**config.mk**
```make
export PLATFORM = sky130hd
export DESIGN_NAME = nvsrc_host
export DESIGN_NICKNAME = d
export VERILOG_FILES = /design/src/shared/nvsrc_pkg.sv /design/src/hw/nvsrc_timer.sv /design/src/hw/nvsrc_host.sv
export SDC_FILE = /design/constraint.sdc
export NUM_CORES = 1
export LEC_CHECK = 0
export BUFFER_PORTS_ARGS = -buffer_cell sky130_fd_sc_hd__buf_2
export CAP_MARGIN = 20
export CORE_MARGIN = 5
export CORE_UTILIZATION = 59
export CTS_CLUSTER_SIZE = 28
export DETAILED_ROUTE_END_ITERATION = 12
export PLACE_DENSITY = 0.85
export REMOVE_ABC_BUFFERS = 1
export SKIP_CTS_REPAIR_TIMING = 1
export SLEW_MARGIN = 15
export SYNTH_ARGS = -nofsm -noshare
export SYNTH_HDL_FRONTEND = slang
export SYNTH_HIERARCHICAL = 1
export SYNTH_SLANG_ARGS = --single-unit
```
**constraint.sdc**
```tcl
create_clock -name ref_clk -period 5.4 [get_ports ref_clk]
set_clock_uncertainty 0.1 [all_clocks]
set_input_delay 0.81 -clock ref_clk [delete_from_list [all_inputs] [get_ports ref_clk]]
set_output_delay 0.81 -clock ref_clk [all_outputs]
set_load 0.1 [all_outputs]
```
**src/shared/nvsrc_pkg.sv**
```systemverilog
// Constants and types shared by the nonvolatile SRAM host controller.
`default_nettype none
package nvsrc_pkg;
    localparam int ADDR_W       = 11;
    localparam int DATA_W       = 8;
    localparam int SEQ_LEN      = 6;
    localparam int CLK_FREQ_KHZ = 200000;
    localparam int CLK_FREQ_MHZ = 200;

    // Times as printed, each in its own unit.
    localparam int SEL_PULSE_NS    = 45;
    localparam int SEL_GAP_NS      = 45;
    localparam int STORE_TIME_MS   = 10;
    localparam int RECALL_TIME_US  = 20;
    localparam int RESTORE_TIME_US = 650;

    // Least times round up to whole cycles.
    localparam int SEL_PULSE_CYC =
        (SEL_PULSE_NS * CLK_FREQ_MHZ + 999) / 1000;
    localparam int SEL_GAP_CYC =
        (SEL_GAP_NS * CLK_FREQ_MHZ + 999) / 1000;
    localparam int STORE_CYC   = STORE_TIME_MS * CLK_FREQ_KHZ;
    localparam int RECALL_CYC  = RECALL_TIME_US * CLK_FREQ_MHZ;
    localparam int RESTORE_CYC = RESTORE_TIME_US * CLK_FREQ_MHZ;
    localparam int CNT_W       = 21;

    localparam logic [10:0] SEQ_A0        = 11'h000;
    localparam logic [10:0] SEQ_A1        = 11'h555;
    localparam logic [10:0] SEQ_A2        = 11'h2AA;
    localparam logic [10:0] SEQ_A3        = 11'h7FF;
    localparam logic [10:0] SEQ_A4        = 11'h0F0;
    localparam logic [10:0] SEQ_STORE_A5  = 11'h70F;
    localparam logic [10:0] SEQ_RECALL_A5 = 11'h70E;

    typedef enum logic [1:0] {
        NVSRC_OP_READ   = 2'h0,
        NVSRC_OP_WRITE  = 2'h1,
        NVSRC_OP_STORE  = 2'h2,
        NVSRC_OP_RECALL = 2'h3
    } nvsrc_op_t;

    typedef struct packed {
        logic              valid;
        nvsrc_op_t         op;
        logic [10:0]       addr;
        logic [7:0]        wdata;
    } nvsrc_req_t;

    typedef struct packed {
        logic              done;
        logic              refused;
        logic [7:0]        rdata;
    } nvsrc_resp_t;

    typedef struct packed {
        logic              chip_sel_n;
        logic              out_en_n;
        logic              write_n;
        logic [10:0]       address_lines;
        logic [7:0]        data_out;
        logic              data_oe;
    } nvsrc_pins_t;

    localparam nvsrc_pins_t PINS_IDLE = '{
        chip_sel_n: 1'b1, out_en_n: 1'b1, write_n: 1'b1,
        address_lines: 11'h000, data_out: 8'h00, data_oe: 1'b0};
endpackage : nvsrc_pkg
`default_nettype wire

```
**src/hw/nvsrc_timer.sv**
```systemverilog
// Loadable down counter that times select pulses and nonvolatile cycles.
`default_nettype none
module nvsrc_timer #(
    parameter int CNT_W = 21
) (
    input  wire logic             ref_clk,
    input  wire logic             reset,
    input  wire logic             load,
    input  wire logic [CNT_W-1:0] value,
    output logic                  zero
);
    logic [CNT_W-1:0] cnt_reg;
    logic [CNT_W-1:0] cnt_next;

    always_comb
    begin
        cnt_next = cnt_reg;
        if (load)
        begin
            cnt_next = value;
        end
        else if (cnt_reg != '0)
        begin
            cnt_next = cnt_reg - 1'b1;
        end
    end

    always_ff @(posedge ref_clk)
    begin
        if (reset)
        begin
            cnt_reg <= '0;
        end
        else
        begin
            cnt_reg <= cnt_next;
        end
    end

    assign zero = (cnt_reg == '0);
endmodule : nvsrc_timer
`default_nettype wire

```
**src/hw/nvsrc_host.sv**
```systemverilog
// Host controller driving a nonvolatile SRAM through its parallel pins.
// Functional notes
// - Keep output enable high through writes.
// - Never hold write strobe when recall ends.
// - Store sequence 000,555,2AA,7FF,0F0,70F reads.
// - Recall sequence ends with address 70E.
// - No other access inside the sequence.
// - Sequence steps are reads, write strobe high.
// - One select pulse per sequence address.
// - Write strobe high while selected in sequence.
`default_nettype none
module nvsrc_host #(
    parameter int STORE_CYC   = nvsrc_pkg::STORE_CYC,
    parameter int RECALL_CYC  = nvsrc_pkg::RECALL_CYC,
    parameter int RESTORE_CYC = nvsrc_pkg::RESTORE_CYC
) (
    input  wire logic                   ref_clk,
    input  wire logic                   reset,
    input  wire logic                   supply_ok,
    input  wire nvsrc_pkg::nvsrc_req_t  req,
    output logic                        ready,
    output nvsrc_pkg::nvsrc_resp_t      resp,
    output nvsrc_pkg::nvsrc_pins_t      pins,
    input  wire logic [7:0]             data_lines_in
);
    localparam int CW = nvsrc_pkg::CNT_W;

    typedef enum logic [5:0] {
        NVSRC_ST_PWRDN  = 6'h01,
        NVSRC_ST_PWRUP  = 6'h02,
        NVSRC_ST_IDLE   = 6'h04,
        NVSRC_ST_ACCESS = 6'h08,
        NVSRC_ST_GAP    = 6'h10,
        NVSRC_ST_NVWAIT = 6'h20
    } nvsrc_state_t;

    nvsrc_state_t           state_reg;
    nvsrc_state_t           state_next;
    nvsrc_pkg::nvsrc_op_t   op_reg;
    nvsrc_pkg::nvsrc_op_t   op_next;
    logic [2:0]             step_reg;
    logic [2:0]             step_next;
    logic                   busy_reg;
    logic                   busy_next;
    logic                   ready_reg;
    logic                   ready_next;
    nvsrc_pkg::nvsrc_resp_t resp_reg;
    nvsrc_pkg::nvsrc_resp_t resp_next;
    nvsrc_pkg::nvsrc_pins_t pins_reg;
    nvsrc_pkg::nvsrc_pins_t pins_next;
    logic                   tmr_load;
    logic [CW-1:0]          tmr_value;
    logic                   tmr_zero;

    function automatic logic [10:0] seq_addr(input logic [2:0] step,
                                             input logic       recall);
        logic [10:0] a;
        a = nvsrc_pkg::SEQ_A0;
        case (step)
            3'h1: a = nvsrc_pkg::SEQ_A1;
            3'h2: a = nvsrc_pkg::SEQ_A2;
            3'h3: a = nvsrc_pkg::SEQ_A3;
            3'h4: a = nvsrc_pkg::SEQ_A4;
            3'h5: a = recall ? nvsrc_pkg::SEQ_RECALL_A5
                             : nvsrc_pkg::SEQ_STORE_A5;
            default: a = nvsrc_pkg::SEQ_A0;
        endcase
        return a;
    endfunction : seq_addr

    nvsrc_timer #(
        .CNT_W (CW)
    ) u_timer (
        .ref_clk (ref_clk),
        .reset   (reset),
        .load    (tmr_load),
        .value   (tmr_value),
        .zero    (tmr_zero)
    );

    always_comb
    begin
        state_next = state_reg;
        op_next    = op_reg;
        step_next  = step_reg;
        busy_next  = busy_reg;
        pins_next  = pins_reg;
        resp_next  = resp_reg;
        resp_next.done    = 1'b0;
        resp_next.refused = 1'b0;
        tmr_load   = 1'b0;
        tmr_value  = '0;
        if (!supply_ok)
        begin
            // A store cut short by low supply is lost; report it refused.
            state_next = NVSRC_ST_PWRDN;
            pins_next  = nvsrc_pkg::PINS_IDLE;
            step_next  = 3'h0;
            if (busy_reg)
            begin
                resp_next.done    = 1'b1;
                resp_next.refused = 1'b1;
            end
            busy_next = 1'b0;
        end
        else
        begin
            case (state_reg)
                NVSRC_ST_PWRDN:
                begin
                    // The device recalls on its own as the supply returns.
                    tmr_load   = 1'b1;
                    tmr_value  = CW'(RESTORE_CYC - 1);
                    state_next = NVSRC_ST_PWRUP;
                end
                NVSRC_ST_PWRUP:
                begin
                    // Write strobe held high until the recall is over.
                    if (tmr_zero)
                    begin
                        state_next = NVSRC_ST_IDLE;
                    end
                end
                NVSRC_ST_IDLE:
                begin
                    if (req.valid)
                    begin
                        op_next   = req.op;
                        busy_next = 1'b1;
                        step_next = 3'h0;
                        tmr_load  = 1'b1;
                        tmr_value = CW'(nvsrc_pkg::SEL_PULSE_CYC - 1);
                        pins_next.chip_sel_n = 1'b0;
                        pins_next.out_en_n   = 1'b1;
                        pins_next.write_n    = 1'b1;
                        pins_next.data_oe    = 1'b0;
                        pins_next.address_lines = req.addr;
                        if (req.op == nvsrc_pkg::NVSRC_OP_READ)
                        begin
                            pins_next.out_en_n = 1'b0;
                        end
                        else if (req.op == nvsrc_pkg::NVSRC_OP_WRITE)
                        begin
                            pins_next.write_n  = 1'b0;
                            pins_next.data_oe  = 1'b1;
                            pins_next.data_out = req.wdata;
                        end
                        else
                        begin
                            pins_next.address_lines =
                                seq_addr(3'h0, req.op[0]);
                        end
                        state_next = NVSRC_ST_ACCESS;
                    end
                end
                NVSRC_ST_ACCESS:
                begin
                    if (tmr_zero)
                    begin
                        // Only a plain read may replace the held read data.
                        if (op_reg == nvsrc_pkg::NVSRC_OP_READ)
                        begin
                            resp_next.rdata = data_lines_in;
                        end
                        pins_next.chip_sel_n = 1'b1;
                        pins_next.out_en_n   = 1'b1;
                        pins_next.write_n    = 1'b1;
                        pins_next.data_oe    = 1'b0;
                        tmr_load   = 1'b1;
                        tmr_value  = CW'(nvsrc_pkg::SEL_GAP_CYC - 1);
                        state_next = NVSRC_ST_GAP;
                    end
                end
                NVSRC_ST_GAP:
                begin
                    if (tmr_zero)
                    begin
                        if (op_reg[1] &&
                            step_reg != 3'(nvsrc_pkg::SEQ_LEN - 1))
                        begin
                            // Back to back reads, nothing in between.
                            step_next = step_reg + 3'h1;
                            pins_next.address_lines =
                                seq_addr(step_reg + 3'h1, op_reg[0]);
                            pins_next.chip_sel_n = 1'b0;
                            tmr_load   = 1'b1;
                            tmr_value  =
                                CW'(nvsrc_pkg::SEL_PULSE_CYC - 1);
                            state_next = NVSRC_ST_ACCESS;
                        end
                        else if (op_reg[1])
                        begin
                            // The device ignores the pins for this time.
                            tmr_load  = 1'b1;
                            tmr_value = op_reg[0]
                                ? CW'(RECALL_CYC - 1)
                                : CW'(STORE_CYC - 1);
                            state_next = NVSRC_ST_NVWAIT;
                        end
                        else
                        begin
                            resp_next.done = 1'b1;
                            busy_next  = 1'b0;
                            state_next = NVSRC_ST_IDLE;
                        end
                    end
                end
                NVSRC_ST_NVWAIT:
                begin
                    if (tmr_zero)
                    begin
                        resp_next.done = 1'b1;
                        busy_next  = 1'b0;
                        step_next  = 3'h0;
                        state_next = NVSRC_ST_IDLE;
                    end
                end
                default:
                begin
                    state_next = NVSRC_ST_PWRDN;
                end
            endcase
        end
        ready_next = (state_next == NVSRC_ST_IDLE) && !req.valid;
        if (state_next == NVSRC_ST_IDLE && state_reg != NVSRC_ST_IDLE)
        begin
            ready_next = 1'b1;
        end
    end

    always_ff @(posedge ref_clk)
    begin
        if (reset)
        begin
            state_reg <= NVSRC_ST_PWRDN;
            op_reg    <= nvsrc_pkg::NVSRC_OP_READ;
            step_reg  <= 3'h0;
            busy_reg  <= 1'b0;
            ready_reg <= 1'b0;
            resp_reg  <= '0;
            pins_reg  <= nvsrc_pkg::PINS_IDLE;
        end
        else
        begin
            state_reg <= state_next;
            op_reg    <= op_next;
            step_reg  <= step_next;
            busy_reg  <= busy_next;
            ready_reg <= ready_next;
            resp_reg  <= resp_next;
            pins_reg  <= pins_next;
        end
    end

    assign ready = ready_reg;
    assign resp  = resp_reg;
    assign pins  = pins_reg;
endmodule : nvsrc_host
`default_nettype wire

```
# Yosys cells after proc, flatten, opt, wreduce, memory -nomap -nowiden

Cells that the tools add are included.
Widths: inputs -> output; s select.

Latch bits: 0
Bits in writable memories: 0
Output and inout port bits: 34
Input bits: 33
Word-level logic and storage cells: 125
Register bits after elaboration: 67
Memories: 0
Bits in read-only memories: 0

Bitwise gates (word level): 2
$mul: 0
Shift-type cells: 0
Add/sub/neg operators: 2
Equal/unequal tests: 22
Muxes and demuxes: 60
Divide/modulo/power cells: 0
Reductions and logical operators: 24
Order comparisons: 0

Operators by type and width:

| operator              | number |
|---|---|
| $mux 21               | 8 |
| $pmux 21 s4           | 1 |
| $pmux 11 s5           | 1 |
| $mux 6                | 7 |
| $mux 11               | 3 |
| $pmux 6 s5            | 1 |
| $mux 23               | 1 |
| $pmux 11 s2           | 1 |
| $logic_not 21->1      | 1 |
| $mux 1                | 21 |
| $reduce_bool 21->1    | 1 |
| $sub 21x1->21 const B | 1 |
| $mux 3                | 5 |
| $ne 2x2->1 const B    | 7 |
| $eq 6x3->1 const B    | 2 |
| $reduce_and 4->1      | 3 |
| $reduce_and 5->1      | 2 |
| $mux 9                | 1 |
| $pmux 3 s3            | 1 |
| $mux 4                | 2 |
| $eq 3x2->1 const B    | 2 |
| $eq 3x3->1 const B    | 2 |
| $eq 6x1->1 const B    | 1 |
| $eq 6x2->1 const B    | 1 |
| other kinds (22)      | 34 |

# Logic depth before layout (Yosys ltp)

Gate-level depths: netlist (run 1).

Depth in word-level cells: 9
Depth in mapped cells: 14
Mapped depth without buffers: 12

# Modules after synthesis

Netlist (run 1), hierarchy kept.

By module, submodules not included:

| module      | seq. area each (um^2) | times used | area each (um^2) | cells each |
|---|---|---|---|---|
| nvsrc_host  | 920.9                 | 1          | 2269.7           | 258 |
| nvsrc_timer | 420.4                 | 1          | 1157.4           | 140 |

# Worst setup path after synthesis (run 1)

Ideal clock, no wire load.

Path type: register -> register
From: register u_timer.cnt_reg[10]
To: register u_timer.cnt_reg[7]
Buffers on the path: 3
Setup time: 0.074 ns
Period minus slack after synthesis: 3.157 ns
Cell stages (with the launch flop): 14
Required time: 5.226 ns
Setup slack: 2.243 ns
Arrival time: 2.983 ns
Path through: dfxtp_1 or4_4 or3_1 buf_6 nor2_1 clkbuf_1 inv_1 a21oi_1 o31a_1 inv_1 nor2_1 clkbuf_1 nand2_1 o21ai_0

Word-level cells in the longest chain between the ends: 5
Elaborated cells on any way between the ends: 11
Those cells by class: mux (8); reduce/logical (3)

RTL lines:

| what                                         | RTL line                             | RTL |
|---|---|---|
| start: declaration                           | nvsrc_timer.sv:12                    | `logic [CNT_W-1:0] cnt_reg;` |
| start signal: assignment                     | nvsrc_timer.sv:36                    | `cnt_reg <= cnt_next;` |
| $logic_not 21->1 (*)                         | nvsrc_timer.sv:40                    | `assign zero = (cnt_reg == '0);` |
| named net tmr_zero                           | nvsrc_host.sv:53                     | `logic tmr_zero;` |
| $mux 1, on equally long branches             | nvsrc_host.sv:176, nvsrc_host.sv:158 |  |
| $pmux 1 s4 (*)                               | nvsrc_host.sv:108                    | `case (state_reg)` |
| $mux 1 (*)                                   | nvsrc_host.sv:93                     | `if (!supply_ok)` |
| named net tmr_load                           | nvsrc_host.sv:51                     | `logic tmr_load;` |
| $mux 21 or $reduce_bool 2->1 (tied branches) | -                                    |  |

The timed path passes the listed nets; every way through them passes the cells marked *.
A chain may end at the register's enable or synchronous reset.

# Final worst setup path (run 1)

From: register u_timer.cnt_reg[10]
To: register u_timer.cnt_reg[16]

Same word-level chain as after synthesis.

==> impl_metrics.json, run 1 <==
{
  "synth_commonest_cells": "67 x dfxtp_1, 39 x nand2_1, 37 x nor2_1",
  "crit_slowest_cell": "nor2_1",
  "path_delay_family": "simple AND/OR/NAND/NOR gates",
  "clkTransAtPathRegs_ns": 0.07,
  "synthXorXnorAreaFrac_pct": 5.37,
  "synth_top_area_share_pct": 39.1,
  "yosys.area_share.simple_pct": 26.3,
  "crit_start": "u_timer/cnt_reg[10]$_SDFFE_PP0P_",
  "synth_compound_area_share_pct": 16.6,
  "ys.flop_type": "dfxtp_1",
  "r2r_end": "u_timer/cnt_reg[16]$_SDFFE_PP0P_",
  "crit_chain": "or4_4 > or3_1 > nor2_1 > buf_4 > inv_1 > a21oi_1 > o31a_1 > inv_1 > nor2_1 > nand2_1 > o21ai_0",
  "grt_usage_pct": 22.8,
  "worst_slack_ns": 1.51,
  "io_pins": 67,
  "critPathBufInv": 3,
  "p_seq_share_pct": 39.5,
  "fp.dieArea_um2": 7430,
  "wl_mm": 8.18,
  "muxShareOfSynthArea_pct": 4.67,
  "drv_cap": 0,
  "core_um2": 5570,
  "cp_max_fo": 16,
  "yosysSeqAreaShare_pct": 39.1,
  "hp-class": "reg -> reg",
  "clockRootBuffer": "clkbuf_8",
  "relSlewSlack_pct": 28.3,
  "synth_fa_ha_area_share_pct": 2.56,
  "largest_reg_flops": 23,
  "antenna_found_initial": 0,
  "die_w_um": 86.2,
  "grt_overflow": 0,
  "synth_edf_count": 0,
  "tightest_slew_ns": 1.07,
  "yosys_warnings": 6,
  "cp.arrival_ns": 4.05,
  "yosysUniqueCellTypes": 60,
  "numCtsBuffers": 9,
  "place_ws_ns": 1.70,
  "route.vias.total": 3176,
  "critPathKind": "reg -> reg",
  "r2r_slack_ns": 1.51,
  "syn_area_um2": 3430,
  "p_int_mw": 1.04,
  "synth_cells": 398,
  "async_reset_ff_share_pct": 0,
  "required_ns": 5.56,
  "drive_gt1_share_pct": 22.0,
  "reg2reg_from": "u_timer/cnt_reg[10]$_SDFFE_PP0P_",
  "start_util_pct": 61.5,
  "p_leak_nw": 1.62,
  "cts.sinks": 67,
  "clk_path_buf_depth": 2,
  "n_antenna_cell": 0,
  "grt_pass1_vias": 2968,
  "place_congestion": 0.876,
  "cts_tree": "built",
  "status": "finished clean",
  "fin_crit_ns": 3.89,
  "synth_top_family_by_area": "simple AND/OR/NAND/NOR gates",
  "clockPowerShare_pct": 30.7,
  "port_buffers": 66,
  "synth.most_common_cell": "dfxtp_1",
  "swShare_pct": 32.5,
  "crit_end": "u_timer/cnt_reg[16]$_SDFFE_PP0P_",
  "fill_cells": 433,
  "hold_viol_final": 0,
  "vdd_drop_max_mv": 0.262,
  "slowest_delay_ns": 0.84,
  "synth.avg_cell_area_um2": 8.61,
  "cp-end-kind": "register",
  "fmax_ghz": 0.257,
  "grt_pass1_wl_mm": 13.8,
  "fp.dieH_um": 86.2,
  "ant_nets": 0,
  "grt_max_degree": 26,
  "wl_per_cell_um": 15.4,
  "dp.cells": 515,
  "post-dp-hpwl_mm": 5.89,
  "fin_crit_sh_pct": 72.0,
  "fin_cells": 531,
  "drtIter0Drc": 380,
  "htree_num_levels": 3,
  "worst_setup_path_start_kind": "register",
  "pwr-share-comb_pct": 29.8,
  "fp-row-count": 27,
  "switchingPower_mw": 0.499,
  "fin_nets": 494,
  "insertion_delay_ns": 0.35,
  "viasPerCell": 5.98,
  "drc": 0,
  "synth_seq_cells": 67,
  "crit_cells": 11,
  "setup_viol": 0,
  "utilization_pct": 71.0,
  "fin_tns_setup_ns": 0,
  "slew_violations": 0,
  "yosysTopAreaCell": "dfxtp_1",
  "firstDrtPassIters": 5,
  "power_density_nw_per_um2": 389,
  "area_growth_pct": 15.4,
  "worst-r2r-cell-count": 11,
  "synthTopCellsByArea": "dfxtp_1 39%, mux2i_1 4.7%, nand2_1 4.3%",
  "grt_setup_unrepaired": "false"
}
==> stage by stage <==
| step | power [mW] | hold slack [ns] | area, um^2 |
|---|---|---|---|
| 2_1_floorplan | 0.957 | 0.364 | 3300 |
| 3_3_place_gp | 1.05 | 0.332 | 3730 |
| 3_5_place_dp | 1.06 | 0.335 | 3730 |
| 4_1_cts | 1.53 | 0.385 | 3960 |
| 5_1_grt | 1.62 | 0.401 | 3960 |
| 6_report | 1.54 | 0.395 | 3960 |
==> power by group through the flow <==
stage               sequential [mW]  combinational [mW]  clock, mW
floorplan                     0.601               0.356          0
global placement              0.612               0.434          0
detailed placement            0.615               0.443          0
CTS                           0.605               0.452      0.477
global route                  0.616               0.507      0.502
finish                        0.607               0.457      0.472
==> worst min-delay path by stage <==
stage	from	end	slack [ns]	depth (start not counted)
finish	pins[3]$_SDFFE_PP0P_	pins[3]$_SDFFE_PP0P_	0.39	2
global route	pins[22]$_SDFFE_PP1P_	pins[22]$_SDFFE_PP1P_	0.40	1
CTS	pins[22]$_SDFFE_PP1P_	pins[22]$_SDFFE_PP1P_	0.38	1
detailed placement	pins[22]$_SDFFE_PP1P_	pins[22]$_SDFFE_PP1P_	0.33	1
global placement	pins[22]$_SDFFE_PP1P_	pins[22]$_SDFFE_PP1P_	0.33	1
floorplan	busy_reg$_SDFFE_PP0P_	busy_reg$_SDFFE_PP0P_	0.36	1
==> placed cells by master, fill, tap and decap left out, drive strengths merged, types with 5 or more instances in the layout <==
cell type | netlist | routed
dfxtp | 67 | 67
buf | 12 | 67
nand2 | 40 | 40
nor2 | 37 | 37
o21ai | 25 | 25
a21oi | 21 | 21
mux2i | 16 | 16
inv | 15 | 15
nor3 | 15 | 15
xnor2 | 14 | 14
nand3 | 13 | 13
clkbuf | 10 | 12
and2 | 8 | 8
nor4 | 8 | 8
or3 | 8 | 8
xor2 | 7 | 7
ha | 7 | 7
o221a | 6 | 6
a211oi | 6 | 6
or4 | 6 | 6
nor4b | 5 | 5
==> per-layer routing <==
metal | vias up | GRT usage [%] | share of wire, %
met5 | - | 0 | 0
li1 | 1532 | - | -
met1 | 1469 | 30.4 | 43
met2 | 155 | 34.5 | 46
met4 | 0 | 10.8 | 1.8
met3 | 20 | 5.80 | 9.0
==> worst reg2reg max path: cells and delay by family (launching register included) <==
| family | cells | cell delay (ns) |
|---|---|---|
| buffers and inverters | 3 | 0.45 |
| flip-flops | 1 | 0.35 |
| AND/OR/NAND/NOR | 5 | 2.21 |
| AO/OA/AOI/OAI | 3 | 0.70 |
==> cell families after synthesis <==
family          Yosys count
compound gates           85
xor+xnor                 21
fa+ha+maj                 7
buf+inv                  37
flops                    67
mux                      16
simple gates            165
==> cell type report <==
cell class	instances	area [um^2]	share of cell area [%]
Clock buffer	12	155	3.92
Tap cell	72	90.1	2.28
Clock inverter	4	72.6	1.83
Timing Repair Buffer	67	338	8.54
Inverter	15	56.3	1.42
Multi-Input combinational cell	294	1900	48.1
Sequential cell	67	1340	33.9
No activity file was read; power rests on OpenSTA's default activity.
==> inputs of run 2 (changes only) <==
--- a/config.mk
+++ b/config.mk
@@ -8,10 +8,10 @@
 export BUFFER_PORTS_ARGS = -buffer_cell sky130_fd_sc_hd__buf_2
 export CAP_MARGIN = 20
 export CORE_MARGIN = 5
-export CORE_UTILIZATION = 59
+export CORE_UTILIZATION = 50
 export CTS_CLUSTER_SIZE = 28
 export DETAILED_ROUTE_END_ITERATION = 12
-export PLACE_DENSITY = 0.85
+export PLACE_DENSITY = 0.76
 export REMOVE_ABC_BUFFERS = 1
 export SKIP_CTS_REPAIR_TIMING = 1
 export SLEW_MARGIN = 15
==> constraint.sdc (replaced) <==
create_clock -name ref_clk -period 3.4 [get_ports ref_clk]
set_clock_uncertainty 0.1 [all_clocks]
set_input_delay 0.51 -clock ref_clk [delete_from_list [all_inputs] [get_ports ref_clk]]
set_output_delay 0.51 -clock ref_clk [all_outputs]
set_load 0.1 [all_outputs]
==> run 2 against run 1 <==
Final cell count up 2.8%. Combinational power increased by 62%. Die area grew 16%. Global-route usage down 3.8 points. Count of clock-buffer cells in the layout is 3 lower. Via count is 2.3% lower. Critical path depth is the same. Critical path type unchanged. Register-to-register slack lost 1.2 ns.
==> impl_metrics.json, run 2 (same netlist as run 1, synthesis figures left out) <==
{
  "fp.dieH_um": 92.8,
  "grt_setup_unrepaired": "false",
  "drive_gt1_share_pct": 23.4,
  "clkTransAtPathRegs_ns": 0.07,
  "clockRootBuffer": "clkbuf_8",
  "insertion_delay_ns": 0.34,
  "crit_chain": "or4_4 > or3_1 > nor2_1 > inv_1 > a21oi_1 > o31a_1 > inv_1 > nor2_1 > buf_4 > nand2_1 > o21ai_0",
  "drv_cap": 0,
  "route.vias.total": 3104,
  "hp-class": "in -> reg",
  "fin_crit_sh_pct": 92.3,
  "cp-end-kind": "register",
  "clockPowerShare_pct": 27.2,
  "p_leak_nw": 1.63,
  "viasPerCell": 5.68,
  "status": "finished clean",
  "port_buffers": 66,
  "fin_tns_setup_ns": 0,
  "place_congestion": 0.940,
  "grt_overflow": 0,
  "core_um2": 6720,
  "fp-row-count": 30,
  "fin_crit_ns": 3.14,
  "switchingPower_mw": 0.791,
  "fill_cells": 585,
  "critPathKind": "reg -> reg",
  "wl_mm": 8.05,
  "tightest_slew_ns": 0.747,
  "worst_setup_path_start_kind": "register",
  "vdd_drop_max_mv": 0.257,
  "grt_max_degree": 26,
  "cp_max_fo": 12,
  "slew_violations": 0,
  "p_seq_share_pct": 41.2,
  "drc": 0,
  "hold_viol_final": 0,
  "cp.arrival_ns": 3.29,
  "final_cell_mix": "67 x dfxtp_1, 66 x buf_2, 39 x nand2_1",
  "wl_per_cell_um": 14.8,
  "pwr-share-comb_pct": 31.6,
  "layout_commonest_cell": "dfxtp_1",
  "crit_slowest_cell": "or4_4",
  "multiInputGateArea_um2": 1900,
  "largest_reg_flops": 23,
  "seqCellArea_um2": 1340,
  "htree_num_levels": 3,
  "fin_nets": 501,
  "cts.sinks": 67,
  "n_antenna_cell": 0,
  "start_util_pct": 51.0,
  "whs_ns": 0.304,
  "setup_viol": 0,
  "fp.dieArea_um2": 8610,
  "power_density_nw_per_um2": 588,
  "p_int_mw": 1.55,
  "area_growth_pct": 16.2,
  "relSlewSlack_pct": 49.5,
  "antenna_found_initial": 0,
  "numCtsBuffers": 9,
  "firstDrtPassIters": 5,
  "grt_pass1_vias": 2935,
  "required_ns": 3.56,
  "die_w_um": 92.8,
  "drtIter0Drc": 286,
  "slowest_delay_ns": 0.56,
  "clk_path_buf_depth": 2,
  "cts_tree": "built",
  "fmax_ghz": 0.319,
  "grt_usage_pct": 19.0,
  "post-dp-hpwl_mm": 5.91,
  "ant_nets": 0,
  "io_pins": 67,
  "swShare_pct": 33.8,
  "grt_pass1_wl_mm": 13.3
}
run 2: cell types whose count changed in the layout (fill, tap and decap cells not counted):
cell and delta:
clkbuf_1 -1, clkinvlp_4 +1, clkinv_4 +1, bufinv_16 -1, clkbuf_8 -2, buf_4 +7
clkinv_2 +2
run 2: final timing paths:
kind,from,endpoint,slack [ns],cells after the start
max,u_timer/cnt_reg[10]$_SDFFE_PP0P_,u_timer/cnt_reg[7]$_SDFFE_PP0P_,0.26,11
max reg2reg,u_timer/cnt_reg[10]$_SDFFE_PP0P_,u_timer/cnt_reg[7]$_SDFFE_PP0P_,0.26,11
min,req[5],pins[6]$_SDFFE_PP0P_,0.30,3
min reg2reg,resp[4]$_SDFFE_PP0P_,resp[4]$_SDFFE_PP0P_,0.39,2
run 2: per-layer routing:
| layer | routed length, um | GRT usage, % | vias up |
|---|---|---|---|
| met5 | 0 | 0 | - |
| met4 | 122 | 8.67 | 0 |
| met3 | 507 | 4.06 | 14 |
| met2 | 3650 | 28.7 | 116 |
| met1 | 3770 | 25.8 | 1433 |
| li1 | - | - | 1541 |
run 2: power groups by stage:
stage	Clock (mW)	Combinational (mW)	Sequential (mW)
5_1_grt	0.697	0.818	0.972
3_3_place_gp	0	0.714	0.974
2_1_floorplan	0	0.565	0.955
6_report	0.636	0.740	0.965
3_5_place_dp	0	0.725	0.979
4_1_cts	0.652	0.731	0.961
run 2: worst max-delay path, delay by kind of cell, from the launching register on:
family                 cells  cell delay [ns]
AOI/OAI and AO/OA          3             0.46
and+or+nand+nor            5             1.68
DFF                        1             0.36
buffers and inverters      3             0.46
run 2: metrics by stage:
stage | setup slack (ns) | area, um^2 | power, mW | cells | utilization, %
6_report | 0.263 | 3980 | 2.34 | 546 | 59.3
5_1_grt | 0.0334 | 3980 | 2.49 | 546 | 59.3
4_1_cts | 0.306 | 3980 | 2.34 | 546 | 59.3
3_5_place_dp | 0.348 | 3790 | 1.70 | 530 | 56.4
3_3_place_gp | 0.391 | 3790 | 1.69 | 530 | 56.4
2_1_floorplan | 0.0175 | 3300 | 1.52 | 376 | -
run 2: final cells by class:
type                    instances  area share (%)
well taps                      80            2.51
clock buffers                   9            3.11
flip-flops and latches         67            33.7
inverters                      15            1.41
clock inverters                 7            1.73
repair buffers                 74            9.80
multi-input cells             294            47.8
